==> src/include/pmg_pkg.sv <==
package pmg_pkg;
    // apb register byte offsets
    localparam logic [7:0] OFF_CTRL = 8'h00; // enable, mode, sticky, violation action
    localparam logic [7:0] OFF_MAX = 8'h04; // dynamic secure address limit
    localparam logic [7:0] OFF_RECOV = 8'h08; // recovery interval in seconds
    localparam logic [7:0] OFF_AGE = 8'h0c; // shared mac table age in seconds
    localparam logic [7:0] OFF_ENTRY = 8'h10; // static entry staging: mac low word
    localparam logic [7:0] OFF_ENTRY_HI = 8'h14; // mac upper 16 bits, vlan, kind
    localparam logic [7:0] OFF_CMD = 8'h18; // entry and admin up/down commands
    localparam logic [7:0] OFF_STATUS = 8'h1c; // port state, count
    localparam logic [7:0] OFF_ACCESS_VLAN = 8'h20; // access vlan
    // control field positions
    localparam int CTRL_EN = 0;
    localparam int CTRL_TRUNK = 1;
    localparam int CTRL_STICKY = 2;
    localparam int CTRL_RESTRICT = 3;
    localparam int CTRL_AUTO_RECOV = 4;
    localparam int CTRL_AGE_EN = 5;
    // command field positions
    localparam int CMD_ADD = 0;
    localparam int CMD_CLEAR_ALL = 1;
    localparam int CMD_ADMIN_UP = 2;
    localparam int CMD_ADMIN_DOWN = 3;
    // reset values and limits
    localparam logic [13:0] MAX_DYN_LIMIT = 14'd8192;
    localparam logic [15:0] RECOV_RESET = 16'h0000;
    localparam logic [15:0] AGE_RESET = 16'd300;
    localparam logic [11:0] VLAN_DEFAULT = 12'h001;
    // timing
    localparam int CLK_HZ = 50_000_000;
    localparam int SECOND_CYCLES = CLK_HZ;
    // entry kinds
    typedef enum logic [1:0] {
        PMG_FREE = 2'b00,
        PMG_DYN = 2'b01,
        PMG_STICKY = 2'b10,
        PMG_STATIC = 2'b11
    } pmg_kind_e;
    // port guard states
    typedef enum logic [1:0] {
        PMG_UP = 2'b00,
        PMG_SHUT = 2'b01,
        PMG_RECOVER = 2'b10
    } pmg_port_e;
endpackage : pmg_pkg

==> src/pmg_tick.sv <==
module pmg_tick #(
    parameter int CYCLES = 50_000_000
) (
    input wire logic MCLK,
    input wire logic RST,
    output logic TICK
);
    import pmg_pkg::*;
    typedef struct packed {
        logic [31:0] cnt; // cycles into the current second
        logic tick; // one-cycle pulse each second
    } pmg_tick_s;
    pmg_tick_s r, next_r;
    // second divider
    always_comb begin
        next_r = r;
        next_r.tick = 1'b0;
        if (r.cnt == 32'(CYCLES - 1)) begin
            next_r.cnt = 32'h0;
            next_r.tick = 1'b1;
        end else begin
            next_r.cnt = r.cnt + 32'h1;
        end
    end
    always_ff @(posedge MCLK) begin
        if (RST) r <= '0;
        else r <= next_r;
    end
    assign TICK = r.tick;
endmodule : pmg_tick

==> src/pmg_apb.sv <==
module pmg_apb (
    input wire logic PSEL,
    input wire logic PENABLE,
    input wire logic PWRITE,
    input wire logic [7:0] PADDR,
    output logic WR_STB,
    output logic RD_STB,
    output logic PSLVERR,
    output logic PREADY
);
    import pmg_pkg::*;
    logic hit; // address maps to a register
    // decode and single-cycle access
    always_comb begin
        hit = 1'b0;
        unique case (PADDR)
            OFF_CTRL, OFF_MAX, OFF_RECOV, OFF_AGE, OFF_ENTRY, OFF_ENTRY_HI,
            OFF_CMD, OFF_STATUS, OFF_ACCESS_VLAN: hit = 1'b1;
            default: hit = 1'b0;
        endcase
    end
    assign PREADY = 1'b1;
    assign WR_STB = PSEL & PENABLE & PWRITE & hit;
    assign RD_STB = PSEL & PENABLE & ~PWRITE;
    assign PSLVERR = PSEL & PENABLE & ~hit;
endmodule : pmg_apb

==> src/pmg_guard.sv <==
// Notes on behaviour
// - forward only sources matching secure entries
// - violation when full and source unknown
// - shutdown: port down, drop all, event
// - restrict: drop violators, stop learning, logical off
// - move between secured ports is no violation
// - auto recovery timer in seconds
// - optional aging removes inactive entries
// - link down drops dynamic, keeps static sticky
// - static entry vlan: access vlan or explicit
// - sticky on converts dynamic, learns sticky
// - sticky off converts sticky back dynamic
// - only dynamic entries migrate away
// - aging uses shared table age value
// - dynamic limit at most 8192, default 8192
// - recovery keeps guard configuration
// - violation shutdown survives device restart
// - violation and admin shutdown tracked apart
// - mode change refused while guard enabled
// - config change while shut stops recovery timer; code: only an OFF_CTRL write stops it
// - new recovery interval restarts timer
//
// Register access over APB and the register offsets were left to the implementer.
module pmg_guard #(
    parameter int ENTRIES = 8, // table depth held in this port
    parameter int TICK_CYCLES = pmg_pkg::SECOND_CYCLES // cycles per second
) (
    input wire logic MCLK,
    input wire logic RST,
    // apb slave
    input wire logic PSEL,
    input wire logic PENABLE,
    input wire logic PWRITE,
    input wire logic [7:0] PADDR,
    input wire logic [31:0] PWDATA,
    output logic [31:0] PRDATA,
    output logic PREADY,
    output logic PSLVERR,
    // persisted violation state, kept by always-on logic outside
    input wire logic SHUT_PERSIST_IN,
    output logic SHUT_PERSIST_OUT,
    // ingress frame source, one-cycle strobe
    input wire logic FRM_VALID,
    input wire logic [47:0] FRM_SRC,
    input wire logic [11:0] FRM_VLAN,
    input wire logic LINK_UP,
    // source seen on another port (move notice)
    input wire logic MOVE_VALID,
    input wire logic [47:0] MOVE_SRC,
    // verdict, one cycle after the frame
    output logic FWD_VALID,
    output logic FWD_OK,
    output logic VIOL_EVENT,
    output logic PORT_ENABLE,
    output logic LOGICAL_ENABLE
);
    import pmg_pkg::*;
    typedef struct packed {
        logic [47:0] mac;
        logic [11:0] vlan;
        pmg_kind_e kind;
        logic [15:0] idle; // seconds since last seen
    } pmg_ent_s;
    typedef struct packed {
        pmg_ent_s [ENTRIES-1:0] tab; // secure address table
        logic [5:0] ctrl;
        logic [13:0] max_dyn;
        logic [15:0] recov;
        logic [15:0] age;
        logic [11:0] access_vlan;
        logic [31:0] stage_lo;
        logic [31:0] stage_hi;
        pmg_port_e pst;
        logic admin_down;
        logic [15:0] timer;
        logic [13:0] count;
        logic fwd_valid;
        logic fwd_ok;
        logic viol;
        logic restricted;
        logic link_q;
        logic strap_done;
        logic [31:0] rdata;
        logic mode_err;
    } pmg_st_s;
    pmg_st_s r, next_r;
    logic wr_stb, rd_stb, tick;
    logic hit_any, full, learn_ok;
    logic [$clog2(ENTRIES)-1:0] hit_idx, free_idx;
    logic free_any;
    logic [13:0] cnt_now;
    // entry matches source and vlan: frame vlan on trunk, access vlan otherwise
    function automatic logic ent_match(input pmg_ent_s e, input logic [47:0] m,
            input logic [11:0] v);
        ent_match = (e.kind != PMG_FREE) && (e.mac == m) && (e.vlan == v);
    endfunction : ent_match
    pmg_apb u_apb (
        .PSEL(PSEL),
        .PENABLE(PENABLE),
        .PWRITE(PWRITE),
        .PADDR(PADDR),
        .WR_STB(wr_stb),
        .RD_STB(rd_stb),
        .PSLVERR(PSLVERR),
        .PREADY(PREADY)
    );
    pmg_tick #(.CYCLES(TICK_CYCLES)) u_tick (
        .MCLK(MCLK),
        .RST(RST),
        .TICK(tick)
    );
    // table lookup for the arriving frame
    always_comb begin
        hit_any = 1'b0;
        hit_idx = '0;
        free_any = 1'b0;
        free_idx = '0;
        cnt_now = '0;
        for (int i = 0; i < ENTRIES; i++) begin
            if (ent_match(r.tab[i], FRM_SRC, r.ctrl[CTRL_TRUNK] ? FRM_VLAN : r.access_vlan)) begin
                hit_any = 1'b1;
                hit_idx = i[$clog2(ENTRIES)-1:0];
            end
            if (r.tab[i].kind == PMG_FREE && !free_any) begin
                free_any = 1'b1;
                free_idx = i[$clog2(ENTRIES)-1:0];
            end
            if (r.tab[i].kind == PMG_DYN || r.tab[i].kind == PMG_STICKY) begin
                cnt_now = cnt_now + 14'h1;
            end
        end
    end
    // full when count reaches limit or no slot left
    assign full = (r.count >= r.max_dyn) || !free_any;
    assign learn_ok = !full && !r.restricted;
    // main next-state logic
    always_comb begin
        next_r = r;
        next_r.fwd_valid = 1'b0;
        next_r.viol = 1'b0;
        next_r.link_q = LINK_UP;
        next_r.count = cnt_now;
        // restrict lifts once count drops below limit
        if (r.restricted && r.count < r.max_dyn) begin
            next_r.restricted = 1'b0;
        end
        // violation shutdown caught after reset release
        if (!r.strap_done) begin
            next_r.strap_done = 1'b1;
            if (SHUT_PERSIST_IN) next_r.pst = PMG_SHUT;
        end
        // frame verdict
        if (FRM_VALID) begin
            next_r.fwd_valid = 1'b1;
            if (!r.ctrl[CTRL_EN]) begin
                next_r.fwd_ok = (r.pst == PMG_UP) && !r.admin_down;
            end else if (r.pst != PMG_UP || r.admin_down) begin
                next_r.fwd_ok = 1'b0;
            end else if (hit_any) begin
                next_r.fwd_ok = 1'b1;
                next_r.tab[hit_idx].idle = '0;
            end else if (learn_ok) begin
                next_r.fwd_ok = 1'b1;
                next_r.tab[free_idx].mac = FRM_SRC;
                next_r.tab[free_idx].vlan = r.ctrl[CTRL_TRUNK] ? FRM_VLAN : r.access_vlan;
                next_r.tab[free_idx].kind = r.ctrl[CTRL_STICKY] ? PMG_STICKY : PMG_DYN;
                next_r.tab[free_idx].idle = '0;
            end else begin
                next_r.fwd_ok = 1'b0;
                if (full) begin
                    // restrict drops silently, only shutdown raises the event
                    if (r.ctrl[CTRL_RESTRICT]) begin
                        next_r.restricted = 1'b1;
                    end else begin
                        next_r.viol = 1'b1;
                        next_r.pst = r.ctrl[CTRL_AUTO_RECOV] ? PMG_RECOVER : PMG_SHUT;
                        next_r.timer = r.recov;
                    end
                end
            end
        end
        // source moved away: only dynamic entries follow it
        if (MOVE_VALID) begin
            for (int i = 0; i < ENTRIES; i++) begin
                if (r.tab[i].kind == PMG_DYN && r.tab[i].mac == MOVE_SRC) begin
                    next_r.tab[i].kind = PMG_FREE;
                end
            end
        end
        // link down drops dynamic entries
        if (r.link_q && !LINK_UP) begin
            for (int i = 0; i < ENTRIES; i++) begin
                if (r.tab[i].kind == PMG_DYN) next_r.tab[i].kind = PMG_FREE;
            end
        end
        // seconds: aging and recovery countdown
        if (tick) begin
            for (int i = 0; i < ENTRIES; i++) begin
                if (r.tab[i].kind != PMG_FREE && r.tab[i].kind != PMG_STATIC) begin
                    if (r.ctrl[CTRL_AGE_EN] && r.tab[i].idle >= r.age) begin
                        next_r.tab[i].kind = PMG_FREE;
                    end else if (r.tab[i].idle != 16'hffff) begin
                        next_r.tab[i].idle = r.tab[i].idle + 16'h1;
                    end
                end
            end
            if (r.pst == PMG_RECOVER) begin
                if (r.timer <= 16'h1) next_r.pst = PMG_UP;
                else next_r.timer = r.timer - 16'h1;
            end
        end
        // register writes
        next_r.mode_err = 1'b0;
        if (wr_stb) begin
            unique case (PADDR)
                OFF_CTRL: begin
                    next_r.ctrl = PWDATA[5:0];
                    if (r.ctrl[CTRL_EN] && PWDATA[CTRL_TRUNK] != r.ctrl[CTRL_TRUNK]) begin
                        next_r.ctrl[CTRL_TRUNK] = r.ctrl[CTRL_TRUNK];
                        next_r.mode_err = 1'b1;
                    end
                    for (int i = 0; i < ENTRIES; i++) begin
                        if (PWDATA[CTRL_STICKY] && r.tab[i].kind == PMG_DYN)
                            next_r.tab[i].kind = PMG_STICKY;
                        if (!PWDATA[CTRL_STICKY] && r.tab[i].kind == PMG_STICKY)
                            next_r.tab[i].kind = PMG_DYN;
                    end
                    if (r.pst == PMG_RECOVER) next_r.pst = PMG_SHUT;
                end
                OFF_MAX: begin
                    if (PWDATA[13:0] == 14'h0 || PWDATA[31:0] > 32'(MAX_DYN_LIMIT))
                        next_r.max_dyn = MAX_DYN_LIMIT;
                    else next_r.max_dyn = PWDATA[13:0];
                end
                OFF_RECOV: begin
                    next_r.recov = PWDATA[15:0];
                    if (r.pst != PMG_UP) begin
                        next_r.pst = PMG_RECOVER;
                        next_r.timer = PWDATA[15:0];
                    end
                end
                OFF_AGE: next_r.age = PWDATA[15:0];
                OFF_ACCESS_VLAN: next_r.access_vlan = PWDATA[11:0];
                OFF_ENTRY: next_r.stage_lo = PWDATA;
                OFF_ENTRY_HI: next_r.stage_hi = PWDATA;
                OFF_CMD: begin
                    if (PWDATA[CMD_ADD] && free_any) begin
                        next_r.tab[free_idx].mac = {r.stage_hi[15:0], r.stage_lo};
                        next_r.tab[free_idx].vlan = r.ctrl[CTRL_TRUNK] ? r.stage_hi[27:16]
                            : r.access_vlan;
                        next_r.tab[free_idx].kind = r.stage_hi[28] ? PMG_STICKY : PMG_STATIC;
                        next_r.tab[free_idx].idle = '0;
                    end
                    if (PWDATA[CMD_CLEAR_ALL]) begin
                        for (int i = 0; i < ENTRIES; i++) next_r.tab[i].kind = PMG_FREE;
                    end
                    if (PWDATA[CMD_ADMIN_UP]) begin
                        next_r.admin_down = 1'b0;
                        next_r.pst = PMG_UP; // manual restore
                        next_r.restricted = 1'b0;
                    end
                    if (PWDATA[CMD_ADMIN_DOWN]) next_r.admin_down = 1'b1;
                end
                default: begin
                end
            endcase
        end
        // read data
        if (rd_stb) begin
            unique case (PADDR)
                OFF_CTRL: next_r.rdata = {26'h0, r.ctrl};
                OFF_MAX: next_r.rdata = {18'h0, r.max_dyn};
                OFF_RECOV: next_r.rdata = {16'h0, r.recov};
                OFF_AGE: next_r.rdata = {16'h0, r.age};
                OFF_ENTRY: next_r.rdata = r.stage_lo;
                OFF_ENTRY_HI: next_r.rdata = r.stage_hi;
                OFF_STATUS: next_r.rdata = {r.timer, r.mode_err, r.restricted,
                    r.admin_down, r.pst[1:0], r.count[10:0]};
                OFF_ACCESS_VLAN: next_r.rdata = {20'h0, r.access_vlan};
                default: next_r.rdata = 32'h0;
            endcase
        end
    end
    // state register
    always_ff @(posedge MCLK) begin
        if (RST) begin
            r <= '0;
            r.max_dyn <= MAX_DYN_LIMIT;
            r.recov <= RECOV_RESET;
            r.age <= AGE_RESET;
            r.access_vlan <= VLAN_DEFAULT;
            r.link_q <= 1'b1;
        end else begin
            r <= next_r;
        end
    end
    // read data is combinational from registers during access phase
    always_comb begin
        PRDATA = 32'h0;
        if (rd_stb) begin
            unique case (PADDR)
                OFF_CTRL: PRDATA = {26'h0, r.ctrl};
                OFF_MAX: PRDATA = {18'h0, r.max_dyn};
                OFF_RECOV: PRDATA = {16'h0, r.recov};
                OFF_AGE: PRDATA = {16'h0, r.age};
                OFF_ENTRY: PRDATA = r.stage_lo;
                OFF_ENTRY_HI: PRDATA = r.stage_hi;
                OFF_STATUS: PRDATA = {r.timer, r.mode_err, r.restricted, r.admin_down,
                    r.pst[1:0], r.count[10:0]};
                OFF_ACCESS_VLAN: PRDATA = {20'h0, r.access_vlan};
                default: PRDATA = 32'h0;
            endcase
        end
    end
    // outputs
    assign FWD_VALID = r.fwd_valid;
    assign FWD_OK = r.fwd_ok;
    assign VIOL_EVENT = r.viol;
    assign PORT_ENABLE = (r.pst == PMG_UP) && !r.admin_down;
    assign LOGICAL_ENABLE = PORT_ENABLE && !r.restricted;
    assign SHUT_PERSIST_OUT = (r.pst != PMG_UP);
endmodule : pmg_guard

==> config.mk <==
export PLATFORM = sky130hd
export DESIGN_NAME = pmg_guard
export DESIGN_NICKNAME = d
export VERILOG_FILES = /design/src/include/pmg_pkg.sv /design/src/pmg_tick.sv /design/src/pmg_apb.sv /design/src/pmg_guard.sv
export SDC_FILE = /design/constraint.sdc
export NUM_CORES = 2
export LEC_CHECK = 0
export BUFFER_PORTS_ARGS = -buffer_cell sky130_fd_sc_hd__buf_2
export CAP_MARGIN = 0
export CORE_MARGIN = 2
export CORE_UTILIZATION = 45
export DETAILED_ROUTE_END_ITERATION = 8
export SYNTH_ARGS = -nofsm -noshare
export SYNTH_HDL_FRONTEND = slang
export SYNTH_SLANG_ARGS = --single-unit
==> constraint.sdc <==
create_clock -name MCLK -period 5.23 [get_ports MCLK]
set_input_delay 1.3075 -clock MCLK [delete_from_list [all_inputs] [get_ports MCLK]]
set_output_delay 1.3075 -clock MCLK [all_outputs]
set_load 0.02 [all_outputs]
======== Word-level counts from Yosys, hierarchy flattened ========
Index checks and enable logic that the tools add are counted.
word-level totals
  bits in registers ....................... 857
  input port bits ......................... 157
  output and inout bits ................... 40
  word-level logic and storage cells ...... 543
cells by class
  $add $sub $neg .......................... 17
  order comparisons ....................... 16
  equality and inequality tests ........... 67
  mux-type cells .......................... 246
  bitwise logic cells ..................... 13
  reductions and logical operators ........ 130
operators by type and width
  operator                 number
  $bwmux W624              9
  $mux W624                6
  $demux W78 S3            5
  $mux W771                1
  $eq A48 B48 Y1           16
  $mux W76                 7
  $mux W16                 33
  $mux W18                 17
  $pmux W32 S8             1
  $mux W2                  85
  $add A16 B1 Y16 const B  8
  $ge A16 B16 Y1           8
  $mux W32                 4
  $ne A16 B16 Y1 const B   8
  $mux W14                 9
  $add A14 B1 Y14 const B  7
  $eq A12 B12 Y1           8
  $mux W78                 1
  $logic_and A1 B1 Y1      72
  $mux W60                 1
  $mux W3                  13
  $mux W1                  38
  $mux W12                 3
  $mux W34                 1
  36 further kinds         128

======== Longest topological paths before layout ========
  depth after elaboration ................. 51
  depth in mapped cells ................... 22

======== Hierarchy ========
Synthesis repeated with hierarchy kept, for this count alone.
unflattened totals
  cell total of the unflattened synthesis .. 6,555
  area, all modules ....................... 52,325.2 um2
modules (own cells, without submodules)
  module     times used  cells each  area an instance (um2)  seq. area each (um2)
  pmg_guard  1           6,363       50,703.6                15,735.1
  pmg_tick   1           183         1,562.7                 660.6
  pmg_apb    1           9           58.8                    0.0

======== Worst setup path before layout ========
No wires, ideal clock.
  path type ............................... input -> output
  start ................................... in PADDR[7]
  end ..................................... out PRDATA[20]
  arrival time ............................ 3.180 ns
  data required time ...................... 3.923 ns
  setup slack ............................. 0.743 ns
  stages on the path ...................... 7
  path buffers ............................ 2
  cell sequence ........................... nor3_1 -> nand2_1 -> nor3_1 -> clkbuf_1 -> clkbuf_1 -> nand2_1 -> a21oi_1
on the way
  cells in the longest elaborated chain, start to end .. 3
  elaborated cells between the ends (all ways) .. 10
  classes of those cells .................. 7 x eq/ne; 2 x mux; 1 x reduce/logical
ends and longest elaborated chain
  item                                  line              source
  start: declaration                    pmg_guard.sv:34   input wire logic [7:0] PADDR,
  $eq A8 B6 Y1 (tied with other cells)  pmg_guard.sv:301  unique case (PADDR)
  $pmux W32 S8 *                        pmg_guard.sv:301
  $mux W32 *                            pmg_guard.sv:300  if (rd_stb) begin
  end: declaration                      pmg_guard.sv:36   output logic [31:0] PRDATA,
Every way passes the cells marked *; elsewhere a longest branch is shown, timed or not.

======== Worst setup path after layout ========
  start ................................... in FRM_SRC[6]
  end ..................................... reg r[443] (netlist bit)
on the way
  cells in the longest elaborated chain, start to end .. 30
  elaborated cells between the ends (all ways) .. 60
  classes of those cells .................. 2 x order compare; 8 x eq/ne; 33 x mux; 17 x reduce/logical
ends and longest elaborated chain
  item                                                                       line              source
  start: declaration                                                         pmg_guard.sv:44   input wire logic [47:0] FRM_SRC,
  $eq A48 B48 Y1                                                             pmg_guard.sv:95   ent_match = (e.kind != PMG_FREE) && (e.mac == m) && (e.vlan == v);
  $logic_and A1 B1 Y1 (2 in series)                                          pmg_guard.sv:95
  $mux W1                                                                    pmg_guard.sv:120  if (ent_match(r.tab[i], FRM_SRC, r.ctrl[CTRL_TRUNK] ? FRM_VLAN : r.access_vlan)) begin
  $mux W3 (6 in series)                                                      pmg_guard.sv:120
  $lt A3 B4 Y1 (implied by the code) / $ge A3 B1 Y1 (equally long branches)  pmg_guard.sv:161  next_r.tab[hit_idx].idle = '0;
  $logic_and A1 B1 Y1 (implied by the code)                                  pmg_guard.sv:161
  $mux W16 (implied by the code)                                             pmg_guard.sv:161
  $demux W78 S3                                                              pmg_guard.sv:161
  [8 not listed]                                                             -
  $mux W18 *                                                                 pmg_guard.sv:197  if (tick) begin
  $bwmux W624                                                                pmg_guard.sv:248  next_r.tab[free_idx].mac = {r.stage_hi[15:0], r.stage_lo};
  $bwmux W624                                                                pmg_guard.sv:249  next_r.tab[free_idx].vlan = r.ctrl[CTRL_TRUNK] ? r.stage_hi[27:16]
  $bwmux W624                                                                pmg_guard.sv:251  next_r.tab[free_idx].kind = r.stage_hi[28] ? PMG_STICKY : PMG_STATIC;
  $bwmux W624                                                                pmg_guard.sv:252  next_r.tab[free_idx].idle = '0;
  $mux W624                                                                  pmg_guard.sv:247  if (PWDATA[CMD_ADD] && free_any) begin
  $mux W76                                                                   pmg_guard.sv:215  unique case (PADDR)
  $mux W771 *                                                                pmg_guard.sv:214  if (wr_stb) begin
  end signal: assignment                                                     pmg_guard.sv:294  r <= next_r;
  end: declaration                                                           pmg_guard.sv:86   pmg_st_s r, next_r;
Marks and branches as above.
A chain may end at the register's enable or synchronous reset.

==> results.txt <==
- In this run the count of I/O pins placed on the die edge is roughly 200.
- Walking the worst path, the cells encountered are buf_2 > buf_12 > xnor2_1 > nand3_1 > nor4_1 > nand4_1 > nor3_1 > buf_4 > nor2_1 > nor4b_1 > nor3b_1 > buf_4 > o21bai_1 > buf_4 > nand3_1 > o22ai_1.
- Detailed-route vias per instance: ~6.5
- Final count of negative-setup-slack endpoints: 0
- In the synthesized netlist the async set-or-reset flop fraction comes to 0%.
* Number of remaining DRC errors: 0
- Clock-pin slew was measured on the worst setup and hold paths at ~0.06 ns.
- The number of endpoints with negative hold slack in the final report came to 0.
- Drt wl/cell: around 34 um
- Hpwl dp: 217000 um
- For this run, the slowest stage of the critical path takes roughly 0.94 ns.
* Average footprint of a synthesized cell: 7.89 um2
* TritonCTS clock tree: yes
- For the pin with the worst max-slew slack, the measured transition is ~1.4 ns.
- Highest clock frequency the design can meet: roughly 0.19 GHz
- Crit path required time: a little under 6 ns
- Summing over every cut layer, the via total after detailed routing is about 54000.
* Most numerous cell in the Yosys netlist: sky130_fd_sc_hd__nor2_1
* Wire length of the first global-routing pass: between 300000 and 400000 um
- Number of optimization iterations in the first detailed-route pass: 9
* CTS-repair resized insts: 0
* Aggregate global-route resource usage: between 40% and 50%
- Cells with a size suffix above 1 make up ~15% of the layout.
* Origin of the worst setup path: FRM_SRC[6]
* Status: completed
* Number of antenna violations at the first check in global routing: 36
- Parity-gate share of the synthesized area counting xor and xnor cells: ~15%
- Count of input and output buffers: slightly below 200
* Clock Root Buffer: sky130_fd_sc_hd__clkbuf_16
- Across all register-to-register paths, the minimum setup slack is about 0.10 ns.
- The kind of cell with the highest combined delay along the critical path is simple AND/OR/NAND/NOR gates.
- Summing all flip-flop and latch instances after layout gives 16400 um2.
- For this block, the initial DRC count from the detailed router was 8547.
* Clock skew after layout: ~0.035 ns
- The critical path is of the input pin to flop type.
* Summed negative setup slack over all endpoints: 0 ns
* Count of distinct cell types in the synthesized netlist: slightly above 80
- After filler insertion, the fill cell instance count of the layout stands at ~11000.
* Main combinational cell family by area after synthesis: simple AND/OR/NAND/NOR gates
- Number of enable flip-flop cells after synthesis: 0
- The analysis attributes to cell leakage a power of roughly 24 nW.
- Kind of launch point of the worst setup path: input pin
- Endpoint kind of the worst setup timing path: flop
- # H-tree levels: 3
* Bufs on Longest Clock Path: 3
* Worst R2R Path Depth: 15
* Cell area power density: ~240 nW/um2
- Largest area contributor in the netlist: sky130_fd_sc_hd__dfxtp_1
- Max-cap violations: 0
- Setup repair after global routing left no endpoint under its margin.
- Fin crit share: between 90 and 100%
* Count of nets left with antenna violations after detail routing: 0
- Post-synthesis to final-layout area growth: 16.7%
- Synthesis inferred 819 register bits.
* Number of logic stages on the critical path including buffering: 16
- Among all flip-flop cells after synthesis, the most frequent one is sky130_fd_sc_hd__dfxtp_1.
* Cell area after layout: 60200 um2
* Most numerous cell types in the synthesized netlist: 941 x sky130_fd_sc_hd__nor2_1, 819 x sky130_fd_sc_hd__dfxtp_1, 553 x sky130_fd_sc_hd__nand2_1
* Sequential-to-total area share from yosys stat: between 30% and 40%
- Across the VDD grid, the largest voltage drop is around 0.28 mV.
- Post-synthesis share of cell area spent on full adders, half adders and majority gates: around 4.3%
* Number of CTS-inserted buffers: 97
- By area the synthesized netlist is led by sky130_fd_sc_hd__dfxtp_1 32%, sky130_fd_sc_hd__xnor2_1 8.1%, sky130_fd_sc_hd__nor2_1 6.8%, sky130_fd_sc_hd__xor2_1 6.4%, sky130_fd_sc_hd__ha_1 4.3%.
* Final core utilization: between 50% and 60%
- Count of nets after finishing: between 7000 and 8000
* Post-layout power: approximately 15 mW
- In this run the worst hold path is classified as flop to flop.
- The floorplan step defined a core boundary enclosing between 100000 and 150000 um2.
- Number of instances in the synthesized netlist: 6536
- Clk sink count: a little over 800
* Maximum number of pins on one net before global-route repair: 162
- Fraction of post-synthesis cell area in the top cell type by area: between 30% and 40%
- The worst pin sits at a relative slew slack of ~3.7%.
- Buffer and inverter count on the worst path: 5
- The via count of the first global-routing pass came to between 40000 and 50000.
- Initial standard-cell utilization of the core: a little under half
* Hold-fix buffer count after cts: 0
* Slew Viols, Final: 0
- Synthesized cell area: between 50000 and 60000 um2
* Gr ovfl total: 0
- Critical path data arrival time: 5.80 ns
* Count of warnings emitted by yosys: 0
- The synthesized netlist devotes approximately 17% of its cell area to compound gates.
- Row generation in the floorplan step produced 124 rows.
* Mux cell area share after synthesis: 5.93%
- Worst path most repeated cell: sky130_fd_sc_hd__buf_4
- Placed cell areas: roughly 57000 um2
- Setup Buffers After CTS: 0
- Placer congestion estimate: 1.14
* Simple logic cell fraction of the synthesized area: between 20% and 30%
- Die X: 343 um
* Capture instance of the worst register-to-register path: r[443]$_SDFF_PP0_
- Die height: ~340 um
* Top fanout value on the critical path: 10
- The worst register-to-register path begins at r[195]$_SDFFE_PP0P_.
* Period minus WS final: between 5 and 6 ns
- The largest individual stage delay along the critical path comes from the cell sky130_fd_sc_hd__nor4_1.
- The die covers ~120000 um2.
- In the final layout, the multi-input gates occupy around 33000 um2.
- Endpoint of the most critical setup path: r[443]$_SDFF_PP0_
* Worst-skew pair later-pin latency: between 0.7 and 0.8 ns
- Final Routed Wirelength: 287000 um
## report_power, final
group / switching (mW) / internal [mW] / total, mW
Clock: 3.03 / 4.16 / 7.19
Combinational: 0.932 / 0.358 / 1.29
Sequential: 0.00398 / 6.24 / 6.25
Total: 3.96 / 10.8 / 14.7
## worst min-delay path, cell delays in order, from the launching register on
cell and delay (ns):
sky130_fd_sc_hd__dfxtp_1 0.31, sky130_fd_sc_hd__nand2_1 0.05, sky130_fd_sc_hd__a21oi_1 0.05
## registers in the layout, indices dropped and copies added (netlist names)
register / cells
FWD_OK: 1
FWD_VALID: 1
VIOL_EVENT: 1
r: 783
u_tick.TICK: 1
u_tick.r: 32
## kinds of logic (layout without fill, tap and decap cells)
family,count (synthesis),after routing
other cells,2,14
compound gates,1370,1370
xor+xnor,854,854
simple gates,2355,2355
flops,819,819
fa+ha+maj,178,178
mux,282,282
buf+inv,676,991
## worst min path at each step
stage	cells past startpoint	endpoint	slack [ns]	start
finish	2	r[103]$_SDFFE_PP0P_	0.46	r[103]$_SDFFE_PP0P_
global route	1	u_tick.r[1]$_SDFF_PP0_	0.48	u_tick.r[1]$_SDFF_PP0_
CTS	2	r[103]$_SDFFE_PP0P_	0.45	r[103]$_SDFFE_PP0P_
detailed placement	2	r[103]$_SDFFE_PP0P_	0.45	r[103]$_SDFFE_PP0P_
global placement	1	u_tick.r[1]$_SDFF_PP0_	0.44	u_tick.r[1]$_SDFF_PP0_
floorplan	1	u_tick.r[1]$_SDFF_PP0_	0.43	u_tick.r[1]$_SDFF_PP0_
## cell type report
type	count	area share, %
Inverter	148	0.923
Timing Repair Buffer	672	8.92
Sequential cell	819	27.2
Multi-Input combinational cell	5043	54.3
Clock inverter	23	0.688
Antenna cell	10	0.0416
Clock buffer	148	4.75
Tap cell	1512	3.14
## per-layer routing
metal  track usage, %  up-vias  routed length, um
li1                 -    23500                  -
met1             62.4    26100             114000
met2             64.5     3725             111000
met3             17.7      934              40000
met4             29.9       34              22000
met5                0        -                212
## per-stage QoR
stage	hold WS [ns]	instances	setup WS, ns
final	0.458	8375	0.0111
after global routing	0.479	8367	0.135
after CTS	0.455	8365	0.183
after detailed placement	0.447	8194	-0.547
after global placement	0.443	8194	-0.593
after floorplan	0.430	6538	0.743
## placed cells by master, fill, tap and decap left out, types with 141 or more instances in the layout
cell type                  count
sky130_fd_sc_hd__inv_1       141
sky130_fd_sc_hd__xor2_1      378
sky130_fd_sc_hd__buf_4       413
sky130_fd_sc_hd__ha_1        178
sky130_fd_sc_hd__xnor2_1     476
sky130_fd_sc_hd__nor2_1      938
sky130_fd_sc_hd__nor3_1      208
sky130_fd_sc_hd__a211oi_1    274
sky130_fd_sc_hd__nand4_1     152
sky130_fd_sc_hd__buf_2       194
sky130_fd_sc_hd__dfxtp_1     818
sky130_fd_sc_hd__o21ai_0     166
sky130_fd_sc_hd__a21oi_1     433
sky130_fd_sc_hd__mux2_2      150
sky130_fd_sc_hd__nand2_1     545
Note: power is estimated with default switching activity, not from simulation.
